==> config.mk <==
export PLATFORM = sky130hd
export DESIGN_NAME = relay_low_side_driver_ctrl
export DESIGN_NICKNAME = d
export VERILOG_FILES = /design/src/relay_drv_pkg.sv /design/src/relay_low_side_driver_ctrl.sv /design/src/relay_channel.sv /design/src/low_batt_hold.sv
export VERILOG_INCLUDE_DIRS = /design/src
export SDC_FILE = /design/constraint.sdc
export NUM_CORES = 1
export LEC_CHECK = 0
export BUFFER_PORTS_ARGS = -buffer_cell sky130_fd_sc_hd__buf_2
export CORE_ASPECT_RATIO = 1.25
export CORE_UTILIZATION = 30
export CTS_BUF_LIST = sky130_fd_sc_hd__clkbuf_8
export DETAILED_ROUTE_END_ITERATION = 6
export GPL_ROUTABILITY_DRIVEN = 0
export PLACE_DENSITY = 0.48
export RECOVER_POWER = 100
export SETUP_SLACK_MARGIN = 0.3
export SYNTH_ARGS = -nofsm -noshare
export SYNTH_HDL_FRONTEND = slang
export SYNTH_HIERARCHICAL = 1
export SYNTH_SLANG_ARGS = --single-unit
==> constraint.sdc <==
create_clock -name i_clk -period 4.1 [get_ports i_clk]
set_input_delay 0.41 -clock i_clk [delete_from_list [all_inputs] [get_ports i_clk]]
set_output_delay 0.41 -clock i_clk [all_outputs]
set_load 0.02 [all_outputs]
==> src/relay_drv_defines.svh <==
// Offsets, field positions, reset values and timing counts of the relay driver block.
`ifndef RELAY_DRV_DEFINES_SVH
`define RELAY_DRV_DEFINES_SVH

`define CLK_HZ 20000000
`define CYC_PER_US (`CLK_HZ / 1000000)

`define OVC_FILT_NS 4000
`define OVC_FILT_CYC ((`OVC_FILT_NS * `CYC_PER_US + 999) / 1000)
`define DIAG_FILT_NS 50000
`define DIAG_FILT_CYC ((`DIAG_FILT_NS * `CYC_PER_US + 999) / 1000)
`define MASK_DELAY_US 400
`define MASK_DELAY_CYC (`MASK_DELAY_US * `CYC_PER_US)
`define HOLD_MS 600
`define HOLD_CYC (`HOLD_MS * 1000 * `CYC_PER_US)

`define ADDR_CTRL 5'h00
`define ADDR_CONFIG7 5'h04
`define ADDR_DIAG 5'h08
`define ADDR_IRQ_STATUS 5'h0c
`define ADDR_IRQ_MASK 5'h10
`define ADDR_STATE 5'h14

`define CTRL_CMD_LSB 0
`define CTRL_DISABLE_BIT 8
`define CFG7_HOLD_A_BIT 0
`define CFG7_HOLD_B_BIT 1
`define IRQ_EXP_A_BIT 6
`define IRQ_EXP_B_BIT 7

`define CMD_RESET 6'h00
`define DISABLE_RESET 1'h0
`define CFG7_RESET 2'h0
`define IRQ_MASK_RESET 8'h00

`endif

==> src/relay_drv_pkg.sv <==
// Types shared by the relay driver block.
package relay_drv_pkg;
  typedef struct packed {
    logic overcurrent_fault;
    logic above_low;
    logic above_high;
  } comp_t;

  typedef enum logic [1:0] {
    FAULT_SCG = 2'h0,
    FAULT_OPEN = 2'h1,
    FAULT_OVC = 2'h2,
    FAULT_NONE = 2'h3
  } fault_code_t;

  typedef enum {CH_ON, CH_MASK, CH_DIAG} ch_state_t;
  typedef enum {HOLD_IDLE, HOLD_RUN, HOLD_EXPIRED} hold_state_t;
endpackage : relay_drv_pkg

==> src/relay_low_side_driver_ctrl.sv <==
// Top of the six-channel relay driver control block with its Avalon-MM register slave.
//
// What this block does
// RULE_01 - Six independent low-side channels, each with diagnosis and over-current protection.
// RULE_02 - Channel on/off comes only from host-written command bits.
// RULE_03 - Internal chip reset or global disable forces all channels off; chip reset leaves channels a and b on while their hold runs.
// RULE_04 - Channels a and b may stay on through a crank reset when enabled.
// RULE_05 - Hold timer starts on the falling edge of the reset pin.
// RULE_06 - Without host takeover, held channels switch off when the timer expires.
// RULE_07 - Host must leave reset and rewrite the commands within the window.
// RULE_08 - Each of channels a and b has its own hold enable bit.
// RULE_09 - Hold duration lies between 400 ms and 800 ms.
// RULE_10 - Over-current counts as fault only after persisting about 4 us.
// RULE_11 - A confirmed over-current switches the channel off in fast mode.
// RULE_12 - Off-state open-load and ground-short need about 50 us persistence.
// RULE_13 - Off-state diagnosis is masked 300 to 500 us after switch-off.
// RULE_14 - Fault codes: 11 none, 01 open, 10 over-current, 00 ground short.
// RULE_15 - Faults latch until a diagnosis read; first off-state fault is kept.
// RULE_16 - After over-current, re-arm on command low-then-high or each diagnosis read.
// RULE_17 - Off-state: below low ground short, between open, above high none.
// RULE_18 - All filter, mask and hold times come from clock counters.
// RULE_19 - Drive is command gated by reset, disable, over-current latch, hold expiry.
`timescale 1ns/1ps
`include "relay_drv_defines.svh"
module relay_low_side_driver_ctrl #(
  parameter int unsigned MASK_CYC = `MASK_DELAY_CYC,
  parameter int unsigned HOLD_CYC = `HOLD_CYC
) (
  input wire logic i_clk,
  input wire logic i_resetn,
  input wire logic [4:0] i_address,
  input wire logic i_read,
  input wire logic i_write,
  input wire logic [31:0] i_writedata,
  input wire logic [3:0] i_byteenable,
  output logic [31:0] o_readdata,
  output logic o_waitrequest,
  input wire logic i_chip_internal_reset,
  input wire logic i_reset_pin,
  input wire logic [5:0] i_ovc,
  input wire logic [5:0] i_above_low,
  input wire logic [5:0] i_above_high,
  output logic [5:0] o_relay_driver_output,
  output logic [5:0] o_fast_off,
  output logic o_irq
);
  logic [19:0] sync1;
  logic [19:0] sync2;
  logic rst_pin_q;
  logic chip_rst;
  logic rst_fall;
  relay_drv_pkg::comp_t comp [6];

  logic [5:0] cmd;
  logic global_output_disable;
  logic ch_a_low_batt_hold_enable;
  logic ch_b_low_batt_hold_enable;
  logic [7:0] irq_status;
  logic [7:0] irq_mask;
  logic [7:0] next_irq_status;
  logic [7:0] next_irq_mask;

  logic access;
  logic wr_ctrl;
  logic diag_read;
  logic status_read;
  logic takeover;
  logic [31:0] next_readdata;
  logic wr_config;
  logic wr_mask;

  logic [5:0] req;
  logic [5:0] on;
  logic [5:0] ovc_off;
  logic [5:0] ch_event;
  relay_drv_pkg::fault_code_t code [6];
  logic [1:0] holding;
  logic [1:0] expired;
  logic [1:0] exp_event;
  logic [1:0] hold_start;
  logic [11:0] diag_word;

  // Pins come from outside the clock domain and pass two flops first.
  always_ff @(posedge i_clk or negedge i_resetn)
  begin
    if (!i_resetn)
    begin
      sync1 <= 20'h00000;
      sync2 <= 20'h00000;
    end
    else
    begin
      sync1 <= {i_chip_internal_reset, i_reset_pin, i_ovc, i_above_low, i_above_high};
      sync2 <= sync1;
    end
  end

  assign chip_rst = sync2[19];
  assign rst_fall = rst_pin_q & ~sync2[18];

  always_ff @(posedge i_clk or negedge i_resetn)
  begin
    if (!i_resetn)
    begin
      rst_pin_q <= 1'h0;
    end
    else
    begin
      rst_pin_q <= sync2[18];
    end
  end

  // Comparator bits are grouped per channel here; each channel classifies its
  // own pair against the low and high thresholds.
  genvar g;
  generate
    for (g = 0; g < 6; g++)
    begin : g_comp
      assign comp[g] = '{overcurrent_fault: sync2[12 + g], above_low: sync2[6 + g], above_high: sync2[g]};
    end
  endgenerate

  // The slave answers every request after one wait cycle; read data is loaded
  // on the first edge so it already stands when waitrequest is sampled low.
  // All arguments are passed in so the strobes re-evaluate on every operand.
  function automatic logic reg_hit(input logic strobe, input logic [4:0] addr,
                                   input logic [4:0] reg_addr);
    return strobe & (addr == reg_addr);
  endfunction : reg_hit

  assign access = (i_read | i_write) & ~o_waitrequest;
  assign wr_ctrl = reg_hit(access & i_write, i_address, `ADDR_CTRL);
  assign wr_config = reg_hit(access & i_write, i_address, `ADDR_CONFIG7) & i_byteenable[0];
  assign wr_mask = reg_hit(access & i_write, i_address, `ADDR_IRQ_MASK) & i_byteenable[0];
  assign takeover = wr_ctrl & i_byteenable[0];
  assign diag_read = reg_hit(access & i_read, i_address, `ADDR_DIAG);
  assign status_read = reg_hit(access & i_read, i_address, `ADDR_IRQ_STATUS);

  always_ff @(posedge i_clk or negedge i_resetn)
  begin
    if (!i_resetn)
    begin
      o_waitrequest <= 1'h1;
    end
    else
    begin
      o_waitrequest <= ~((i_read | i_write) & o_waitrequest);
    end
  end

  always_ff @(posedge i_clk or negedge i_resetn)
  begin
    if (!i_resetn)
    begin
      cmd <= `CMD_RESET;
      global_output_disable <= `DISABLE_RESET;
    end
    else if (wr_ctrl)
    begin
      if (i_byteenable[0])
      begin
        cmd <= i_writedata[`CTRL_CMD_LSB +: 6]; // see RULE_02
      end
      if (i_byteenable[1])
      begin
        global_output_disable <= i_writedata[`CTRL_DISABLE_BIT];
      end
    end
  end

  always_ff @(posedge i_clk or negedge i_resetn)
  begin
    if (!i_resetn)
    begin
      ch_a_low_batt_hold_enable <= 1'(`CFG7_RESET >> `CFG7_HOLD_A_BIT);
      ch_b_low_batt_hold_enable <= 1'(`CFG7_RESET >> `CFG7_HOLD_B_BIT);
    end
    else if (wr_config)
    begin
      ch_a_low_batt_hold_enable <= i_writedata[`CFG7_HOLD_A_BIT]; // see RULE_08
      ch_b_low_batt_hold_enable <= i_writedata[`CFG7_HOLD_B_BIT]; // see RULE_08
    end
  end

  always_ff @(posedge i_clk or negedge i_resetn)
  begin
    if (!i_resetn)
    begin
      irq_mask <= `IRQ_MASK_RESET;
    end
    else if (wr_mask)
    begin
      irq_mask <= i_writedata[7:0];
    end
  end

  // The level output follows a mask write at the same edge as the mask itself.
  always_comb
  begin
    next_irq_mask = irq_mask;
    if (wr_mask)
    begin
      next_irq_mask = i_writedata[7:0];
    end
  end

  // A new event in the cycle of a status read stays set.
  always_comb
  begin
    next_irq_status = status_read ? 8'h00 : irq_status;
    next_irq_status = next_irq_status | {exp_event, ch_event};
  end

  always_ff @(posedge i_clk or negedge i_resetn)
  begin
    if (!i_resetn)
    begin
      irq_status <= 8'h00;
      o_irq <= 1'h0;
    end
    else
    begin
      irq_status <= next_irq_status;
      o_irq <= |(next_irq_status & next_irq_mask);
    end
  end

  generate
    for (g = 0; g < 6; g++)
    begin : g_diag
      assign diag_word[2 * g +: 2] = code[g];
    end
  endgenerate

  always_comb
  begin
    case (i_address)
      `ADDR_CTRL: next_readdata = {23'h000000, global_output_disable, 2'h0, cmd};
      `ADDR_CONFIG7: next_readdata = {30'h00000000, ch_b_low_batt_hold_enable,
        ch_a_low_batt_hold_enable};
      `ADDR_DIAG: next_readdata = {20'h00000, diag_word};
      `ADDR_IRQ_STATUS: next_readdata = {24'h000000, irq_status};
      `ADDR_IRQ_MASK: next_readdata = {24'h000000, irq_mask};
      `ADDR_STATE: next_readdata = {12'h000, expired, holding, 2'h0, ovc_off, 2'h0, on};
      default: next_readdata = 32'h00000000;
    endcase
  end

  always_ff @(posedge i_clk or negedge i_resetn)
  begin
    if (!i_resetn)
    begin
      o_readdata <= 32'h00000000;
    end
    else if (i_read && o_waitrequest)
    begin
      o_readdata <= next_readdata;
    end
  end

  low_batt_hold #(
    .HOLD_CYC(HOLD_CYC)
  ) u_hold_a (
    .i_clk(i_clk),
    .i_resetn(i_resetn),
    .i_start(rst_fall),
    .i_enable(ch_a_low_batt_hold_enable & cmd[0]),
    .i_takeover(takeover),
    .o_holding(holding[0]),
    .o_expired(expired[0]),
    .o_exp_event(exp_event[0])
  ); // see RULE_09

  low_batt_hold #(
    .HOLD_CYC(HOLD_CYC)
  ) u_hold_b (
    .i_clk(i_clk),
    .i_resetn(i_resetn),
    .i_start(rst_fall),
    .i_enable(ch_b_low_batt_hold_enable & cmd[1]),
    .i_takeover(takeover),
    .o_holding(holding[1]),
    .o_expired(expired[1]),
    .o_exp_event(exp_event[1])
  ); // see RULE_18

  // The timer only shows running one edge after the reset fall is seen, so the
  // start itself bridges that cycle; otherwise a held channel would drop once.
  assign hold_start = {2{rst_fall}} & {ch_b_low_batt_hold_enable, ch_a_low_batt_hold_enable};

  // Channels a and b ride through the chip reset only while their hold runs.
  always_comb
  begin
    req = cmd & {6{~global_output_disable & ~chip_rst}}; // see RULE_03
    req[1:0] = cmd[1:0] & ~expired & {2{~global_output_disable}}
      & ({2{~chip_rst}} | holding | hold_start); // see RULE_04
  end

  generate
    for (g = 0; g < 6; g++)
    begin : g_ch
      relay_channel #(
        .MASK_CYC(MASK_CYC)
      ) u_ch (
        .i_clk(i_clk),
        .i_resetn(i_resetn),
        .i_req(req[g]),
        .i_cmd(cmd[g]),
        .i_comp(comp[g]),
        .i_diag_read(diag_read),
        .o_on(on[g]),
        .o_ovc_off(ovc_off[g]),
        .o_code(code[g]),
        .o_event(ch_event[g])
      ); // see RULE_01
    end
  endgenerate

  always_ff @(posedge i_clk or negedge i_resetn)
  begin
    if (!i_resetn)
    begin
      o_relay_driver_output <= 6'h00;
      o_fast_off <= 6'h00;
    end
    else
    begin
      o_relay_driver_output <= on; // see RULE_19
      o_fast_off <= ovc_off; // see RULE_11
    end
  end

endmodule : relay_low_side_driver_ctrl

==> src/relay_channel.sv <==
// One protected relay driver channel: over-current filter, off-state diagnosis, fault latch.
`timescale 1ns/1ps
`include "relay_drv_defines.svh"
module relay_channel #(
  parameter int unsigned MASK_CYC = `MASK_DELAY_CYC
) (
  input wire logic i_clk,
  input wire logic i_resetn,
  input wire logic i_req,
  input wire logic i_cmd,
  input relay_drv_pkg::comp_t i_comp,
  input wire logic i_diag_read,
  output logic o_on,
  output logic o_ovc_off,
  output relay_drv_pkg::fault_code_t o_code,
  output logic o_event
);
  relay_drv_pkg::ch_state_t state;
  relay_drv_pkg::fault_code_t cls;
  relay_drv_pkg::fault_code_t last_cls;
  logic [6:0] ovc_cnt;
  logic [15:0] cnt;
  logic confirm;
  logic off_fault;

  function automatic relay_drv_pkg::fault_code_t classify(input relay_drv_pkg::comp_t c);
    if (!c.above_low)
    begin
      return relay_drv_pkg::FAULT_SCG;
    end
    if (!c.above_high)
    begin
      return relay_drv_pkg::FAULT_OPEN;
    end
    return relay_drv_pkg::FAULT_NONE;
  endfunction : classify

  assign o_on = i_req & ~o_ovc_off;
  assign cls = classify(i_comp); // see RULE_17
  assign confirm = o_on & i_comp.overcurrent_fault & (ovc_cnt == 7'(`OVC_FILT_CYC - 1)); // see RULE_10
  assign off_fault = (state == relay_drv_pkg::CH_DIAG) & (cls == last_cls)
    & (cnt == 16'(`DIAG_FILT_CYC - 1)) & (cls != relay_drv_pkg::FAULT_NONE); // see RULE_12
  assign o_event = confirm | (off_fault & (o_code == relay_drv_pkg::FAULT_NONE));

  always_ff @(posedge i_clk or negedge i_resetn)
  begin
    if (!i_resetn)
    begin
      ovc_cnt <= 7'h00;
    end
    else if (o_on && i_comp.overcurrent_fault && !confirm)
    begin
      ovc_cnt <= ovc_cnt + 7'h01;
    end
    else
    begin
      ovc_cnt <= 7'h00;
    end
  end

  // A confirmed fault wins over a re-arm arriving in the same cycle.
  always_ff @(posedge i_clk or negedge i_resetn)
  begin
    if (!i_resetn)
    begin
      o_ovc_off <= 1'h0;
    end
    else if (confirm)
    begin
      o_ovc_off <= 1'h1; // see RULE_11
    end
    else if (!i_cmd || i_diag_read)
    begin
      o_ovc_off <= 1'h0; // see RULE_16
    end
  end

  always_ff @(posedge i_clk or negedge i_resetn)
  begin
    if (!i_resetn)
    begin
      state <= relay_drv_pkg::CH_MASK;
      cnt <= 16'h0000;
      last_cls <= relay_drv_pkg::FAULT_NONE;
    end
    else if (o_on)
    begin
      state <= relay_drv_pkg::CH_ON;
      cnt <= 16'h0000;
    end
    else
    begin
      case (state)
        relay_drv_pkg::CH_ON:
        begin
          state <= relay_drv_pkg::CH_MASK;
          cnt <= 16'h0000;
        end
        relay_drv_pkg::CH_MASK:
        begin
          if (cnt == 16'(MASK_CYC - 1))
          begin
            state <= relay_drv_pkg::CH_DIAG; // see RULE_13
            cnt <= 16'h0000;
            last_cls <= cls;
          end
          else
          begin
            cnt <= cnt + 16'h0001;
          end
        end
        relay_drv_pkg::CH_DIAG:
        begin
          last_cls <= cls;
          if (cls != last_cls || off_fault)
          begin
            cnt <= 16'h0000;
          end
          else
          begin
            cnt <= cnt + 16'h0001;
          end
        end
        default:
        begin
          state <= relay_drv_pkg::CH_MASK;
          cnt <= 16'h0000;
        end
      endcase
    end
  end

  // An on-state fault always overwrites; an off-state fault only lands on a clean code.
  always_ff @(posedge i_clk or negedge i_resetn)
  begin
    if (!i_resetn)
    begin
      o_code <= relay_drv_pkg::FAULT_NONE;
    end
    else if (confirm)
    begin
      o_code <= relay_drv_pkg::FAULT_OVC; // see RULE_14
    end
    else if (off_fault && o_code == relay_drv_pkg::FAULT_NONE)
    begin
      o_code <= cls; // see RULE_15
    end
    else if (i_diag_read)
    begin
      o_code <= relay_drv_pkg::FAULT_NONE; // see RULE_15
    end
  end
endmodule : relay_channel

==> src/low_batt_hold.sv <==
// Low-battery hold timer for one channel that may outlast a crank reset.
`timescale 1ns/1ps
`include "relay_drv_defines.svh"
module low_batt_hold #(
  parameter int unsigned HOLD_CYC = `HOLD_CYC
) (
  input wire logic i_clk,
  input wire logic i_resetn,
  input wire logic i_start,
  input wire logic i_enable,
  input wire logic i_takeover,
  output logic o_holding,
  output logic o_expired,
  output logic o_exp_event
);
  relay_drv_pkg::hold_state_t state;
  logic [23:0] cnt;

  assign o_holding = (state == relay_drv_pkg::HOLD_RUN);
  assign o_expired = (state == relay_drv_pkg::HOLD_EXPIRED);
  assign o_exp_event = o_holding & (cnt == 24'(HOLD_CYC - 1)) & ~i_takeover;

  always_ff @(posedge i_clk or negedge i_resetn)
  begin
    if (!i_resetn)
    begin
      state <= relay_drv_pkg::HOLD_IDLE;
      cnt <= 24'h000000;
    end
    else if (i_start && i_enable)
    begin
      state <= relay_drv_pkg::HOLD_RUN; // see RULE_05
      cnt <= 24'h000000;
    end
    else
    begin
      case (state)
        relay_drv_pkg::HOLD_RUN:
        begin
          if (i_takeover)
          begin
            state <= relay_drv_pkg::HOLD_IDLE; // see RULE_07
          end
          else if (o_exp_event)
          begin
            state <= relay_drv_pkg::HOLD_EXPIRED; // see RULE_06
          end
          else
          begin
            cnt <= cnt + 24'h000001;
          end
        end
        relay_drv_pkg::HOLD_EXPIRED:
        begin
          if (i_takeover)
          begin
            state <= relay_drv_pkg::HOLD_IDLE;
          end
        end
        default:
        begin
          state <= relay_drv_pkg::HOLD_IDLE;
        end
      endcase
    end
  end
endmodule : low_batt_hold

==> flow_metrics.env <==
export IMPL_outcome="finished, violations left"
export IMPL_violations="DRC, capacitance limit, slew limit"
export IMPL_cts_sinks=330
export IMPL_dieArea_um2=53170
export IMPL_post_place_cells=2173
export IMPL_crit_type="register to register"
export IMPL_crit_required_ns=4.62
export IMPL_tritoncts="done"
export IMPL_place_area_um2=16730
export IMPL_overflow=0
export IMPL_fp_dieW_um=206.4
export IMPL_cts_path_max_buffers=3
export IMPL_dpl_hpwl_um=25140
export IMPL_min_period_over_period_pct=80.67
export IMPL_pre_cts_slack_ns=1.108
export IMPL_postLayoutSetupSlackWorst_ns=0.7926
export IMPL_worst_hold_slack_ns=0.05093
export IMPL_wl_met1_um=16330
export IMPL_ios=111
export IMPL_critical_path_startpoint_type="register"
export IMPL_layout_common_cells="dfrtp_1, nor2_1, nand2_1"
export IMPL_powerDensity_nw_per_um2=466.4
export IMPL_nets=1685
export IMPL_hold_end="irq_mask[7]"
export IMPL_fillers=5282
export IMPL_synth_async_reset_ratio_pct=100.0
export IMPL_numCtsBuffers=55
export IMPL_cpPeakStageDelay_ns=0.65
export IMPL_cp_num_buf_inv=1
export IMPL_cp_end_kind="register"
export IMPL_firstDrtPassIters=7
export IMPL_min_path_cells=2
export IMPL_drive_gt1_share_pct=15.99
export IMPL_hold_viol=0
export IMPL_drc=10
export IMPL_synth_edf_count=0
export IMPL_final_area_um2=18180
export IMPL_slew_violations=162
export IMPL_die_h_um=257.5
export IMPL_area_growth_pct=15.98
export IMPL_clkLatencyLatePin_ns=0.63
export IMPL_reg2reg_depth=8
export IMPL_port_buffers=71
export IMPL_final_common_cell="dfrtp_1"
export IMPL_wl_per_cell_um=15.93
export IMPL_worstHoldStart="i_writedata[7]"
export IMPL_worst_slew_pin_slew_ns=3.002
export IMPL_drt_total_wl_um=36780
export IMPL_viasPerCell=4.866
export IMPL_antenna_found_initial=10
export IMPL_fin_util_pct=35.26
export IMPL_cap_viol_max_count=4
export IMPL_initial_core_util_pct=30.40
export IMPL_slew_headroom_pct=-100.1
export IMPL_avgSynthCellArea_um2=10.74
export IMPL_crit_slowest_cell="nor3b_1"
export IMPL_num_rows=93
export IMPL_r2r_end="u_hold_b/cnt[13]"
export IMPL_r2r_start="o_waitrequest"
export IMPL_grt_pass1_wl_um=60390
export IMPL_yosys_area_share_simple_pct=23.50
export IMPL_worstPathArrival_ns=3.83
export IMPL_finalSetupViolCount=0
export IMPL_synth_seq_cells=330
export IMPL_min_period_ns=3.307
export IMPL_crit_family="simple AND/OR/NAND/NOR gates"
export IMPL_yosys_cell_types_count=78
export IMPL_cts_clk_slew_worst_paths_ns=0.07
export IMPL_hold_path_class="input port to register"
export IMPL_synthXorXnorAreaFrac_pct=7.544
export IMPL_grt_setup_unrepaired="no"
export IMPL_stdcell_count=2309
export IMPL_p_leak_nw=7.997
export IMPL_grt_use_total_pct=14.24
export IMPL_vias=11240
export IMPL_crit_fanout=9
export IMPL_synth_fa_ha_area_share_pct=2.076
export IMPL_ys_seq_area_share_pct=52.94
export IMPL_synth_compound_area_share_pct=9.093
export IMPL_timing_setup_tns_ns=0
export IMPL_fin_worst_skew_ns=0.02329
export IMPL_ant_nets=0
export IMPL_drt_iter0_markers=591
export IMPL_total_power_mw=8.478
export IMPL_top_layer="met5"
export IMPL_htree_num_levels=2
export IMPL_regToRegSetupSlack_ns=0.79
export IMPL_syn_inst=1459
export IMPL_core_um2=51550
export IMPL_fmax_mhz=302.4
export IMPL_cts_resized=0
export IMPL_grt_max_degree=113
export IMPL_met2_length_um=17660
export IMPL_peakVddDrop_v=0.0002371
export IMPL_ys_warn_count=6
export IMPL_ys_flop_type="dfrtp_1"
export IMPL_clock_root_buffer="clkbuf_8"
export IMPL_synthMuxAreaShare_pct=1.908
export IMPL_syn_area_um2=15670
export IMPL_crit_chain="and3b_1 > nand2_1 > inv_1 > nor3b_1 > and3_1 > nand3_1 > or4_1 > a21oi_1"
export IMPL_routed_wl_met3_um=2012
export IMPL_grt_pass1_vias=11390
export IMPL_synth_top_family_by_area="simple AND/OR/NAND/NOR gates"
-- repair_timing --
item / 4_1_cts / 5_1_grt
hold buffers: 29 / 0
setup endpoints to repair: 0 / 0
buffers inserted: 0 / 0
endpoints found under the hold margin: 135 / 0
-- area by class of cell --
| class | count | area (µm²) | share of cell area (%) |
|---|---|---|---|
| clock buffer | 65 | 894.6 | 4.922 |
| tap | 665 | 832.0 | 4.577 |
| multi-input combinational | 1060 | 6915 | 38.04 |
| antenna | 5 | 12.51 | 0.06883 |
| clock inverter | 37 | 396.6 | 2.182 |
| timing repair buffer | 116 | 713.2 | 3.923 |
| inverter | 31 | 116.4 | 0.6401 |
| sequential | 330 | 8297 | 45.64 |
-- sequential cells by signal, summed over array words and instances, names as in the netlist, 8 cells and up --
register	flops
g_ch.u_ch/ovc_cnt	42
g_ch.u_ch/last_cls	12
u_hold_b/cnt	24
g_ch.u_ch/state	12
u_hold_a/cnt	24
irq_mask	8
o_readdata	18
sync1	20
g_ch.u_ch/o_code	12
irq_status	8
g_ch.u_ch/cnt	96
sync2	20
-- cells in the mapped netlist, types with 14 or more instances --
master    count  share of area (%)
mux2_2       19                1.4
dfrtp_1     299                 48
nand2_1     120                2.9
a21oi_1      44                1.4
or3_1        22               0.88
inv_1        31               0.74
xnor2_1      66                3.7
nand4_1      35                1.4
nor2_2       44                1.8
nor3_1       24               0.77
nand3_1      81                2.6
a21o_1       14               0.67
xor2_1       69                3.9
dfstp_2      31                5.2
a22oi_1      14               0.67
o21ai_0      32                1.0
ha_1         26                2.1
nor2_1      152                3.6
nor2b_1      17               0.68
nor4_1       20               0.80
nor4b_1      19                1.1
buf_4        14               0.67
and3_1       23               0.92
clkbuf_1     17               0.41
-- routing by layer --
metal | vias up | track usage, %
met5 | - | 0
met4 | 12 | 4.432
met3 | 58 | 4.001
met2 | 177 | 23.02
met1 | 5561 | 18.29
li1 | 5427 | -
-- cell families (layout without fill, tap and decap cells) --
logic type      count (synthesis)  in the layout
other cells                     1             19
flops                         330            330
buf+inv                        82            249
mux                            27             27
fa+ha+maj                      26             26
simple gates                  669            669
compound gates                189            189
xor+xnor                      135            135
-- worst register-to-register path: cells and delay by family (launching register included) --
| family | cells | cell delay (ns) |
|---|---|---|
| simple gates | 6 | 2.22 |
| flops | 1 | 0.63 |
| buf+inv | 1 | 0.21 |
| compound gates | 1 | 0.15 |
-- how the worst max path moves through the flow --
stage | start | end | slack [ns] | cells after the start
6_report | o_waitrequest | u_hold_b/cnt[13] | 0.79 | 8
3_3_place_gp | o_waitrequest | u_hold_b/cnt[13] | 1.15 | 8
3_5_place_dp | o_waitrequest | u_hold_a/cnt[13] | 1.11 | 8
5_1_grt | o_waitrequest | u_hold_b/cnt[13] | 0.48 | 8
4_1_cts | o_waitrequest | u_hold_b/cnt[13] | 1.08 | 8
2_1_floorplan | o_waitrequest | u_hold_a/cnt[13] | 1.67 | 8
-- report_power, final --
group | internal (mW) | switching (mW) | total [mW]
Sequential | 3.60 | 0.255 | 3.85
Combinational | 0.454 | 0.771 | 1.23
Clock | 2.01 | 1.39 | 3.40
Total | 6.07 | 2.41 | 8.48
No activity file was read; power rests on OpenSTA's default activity.
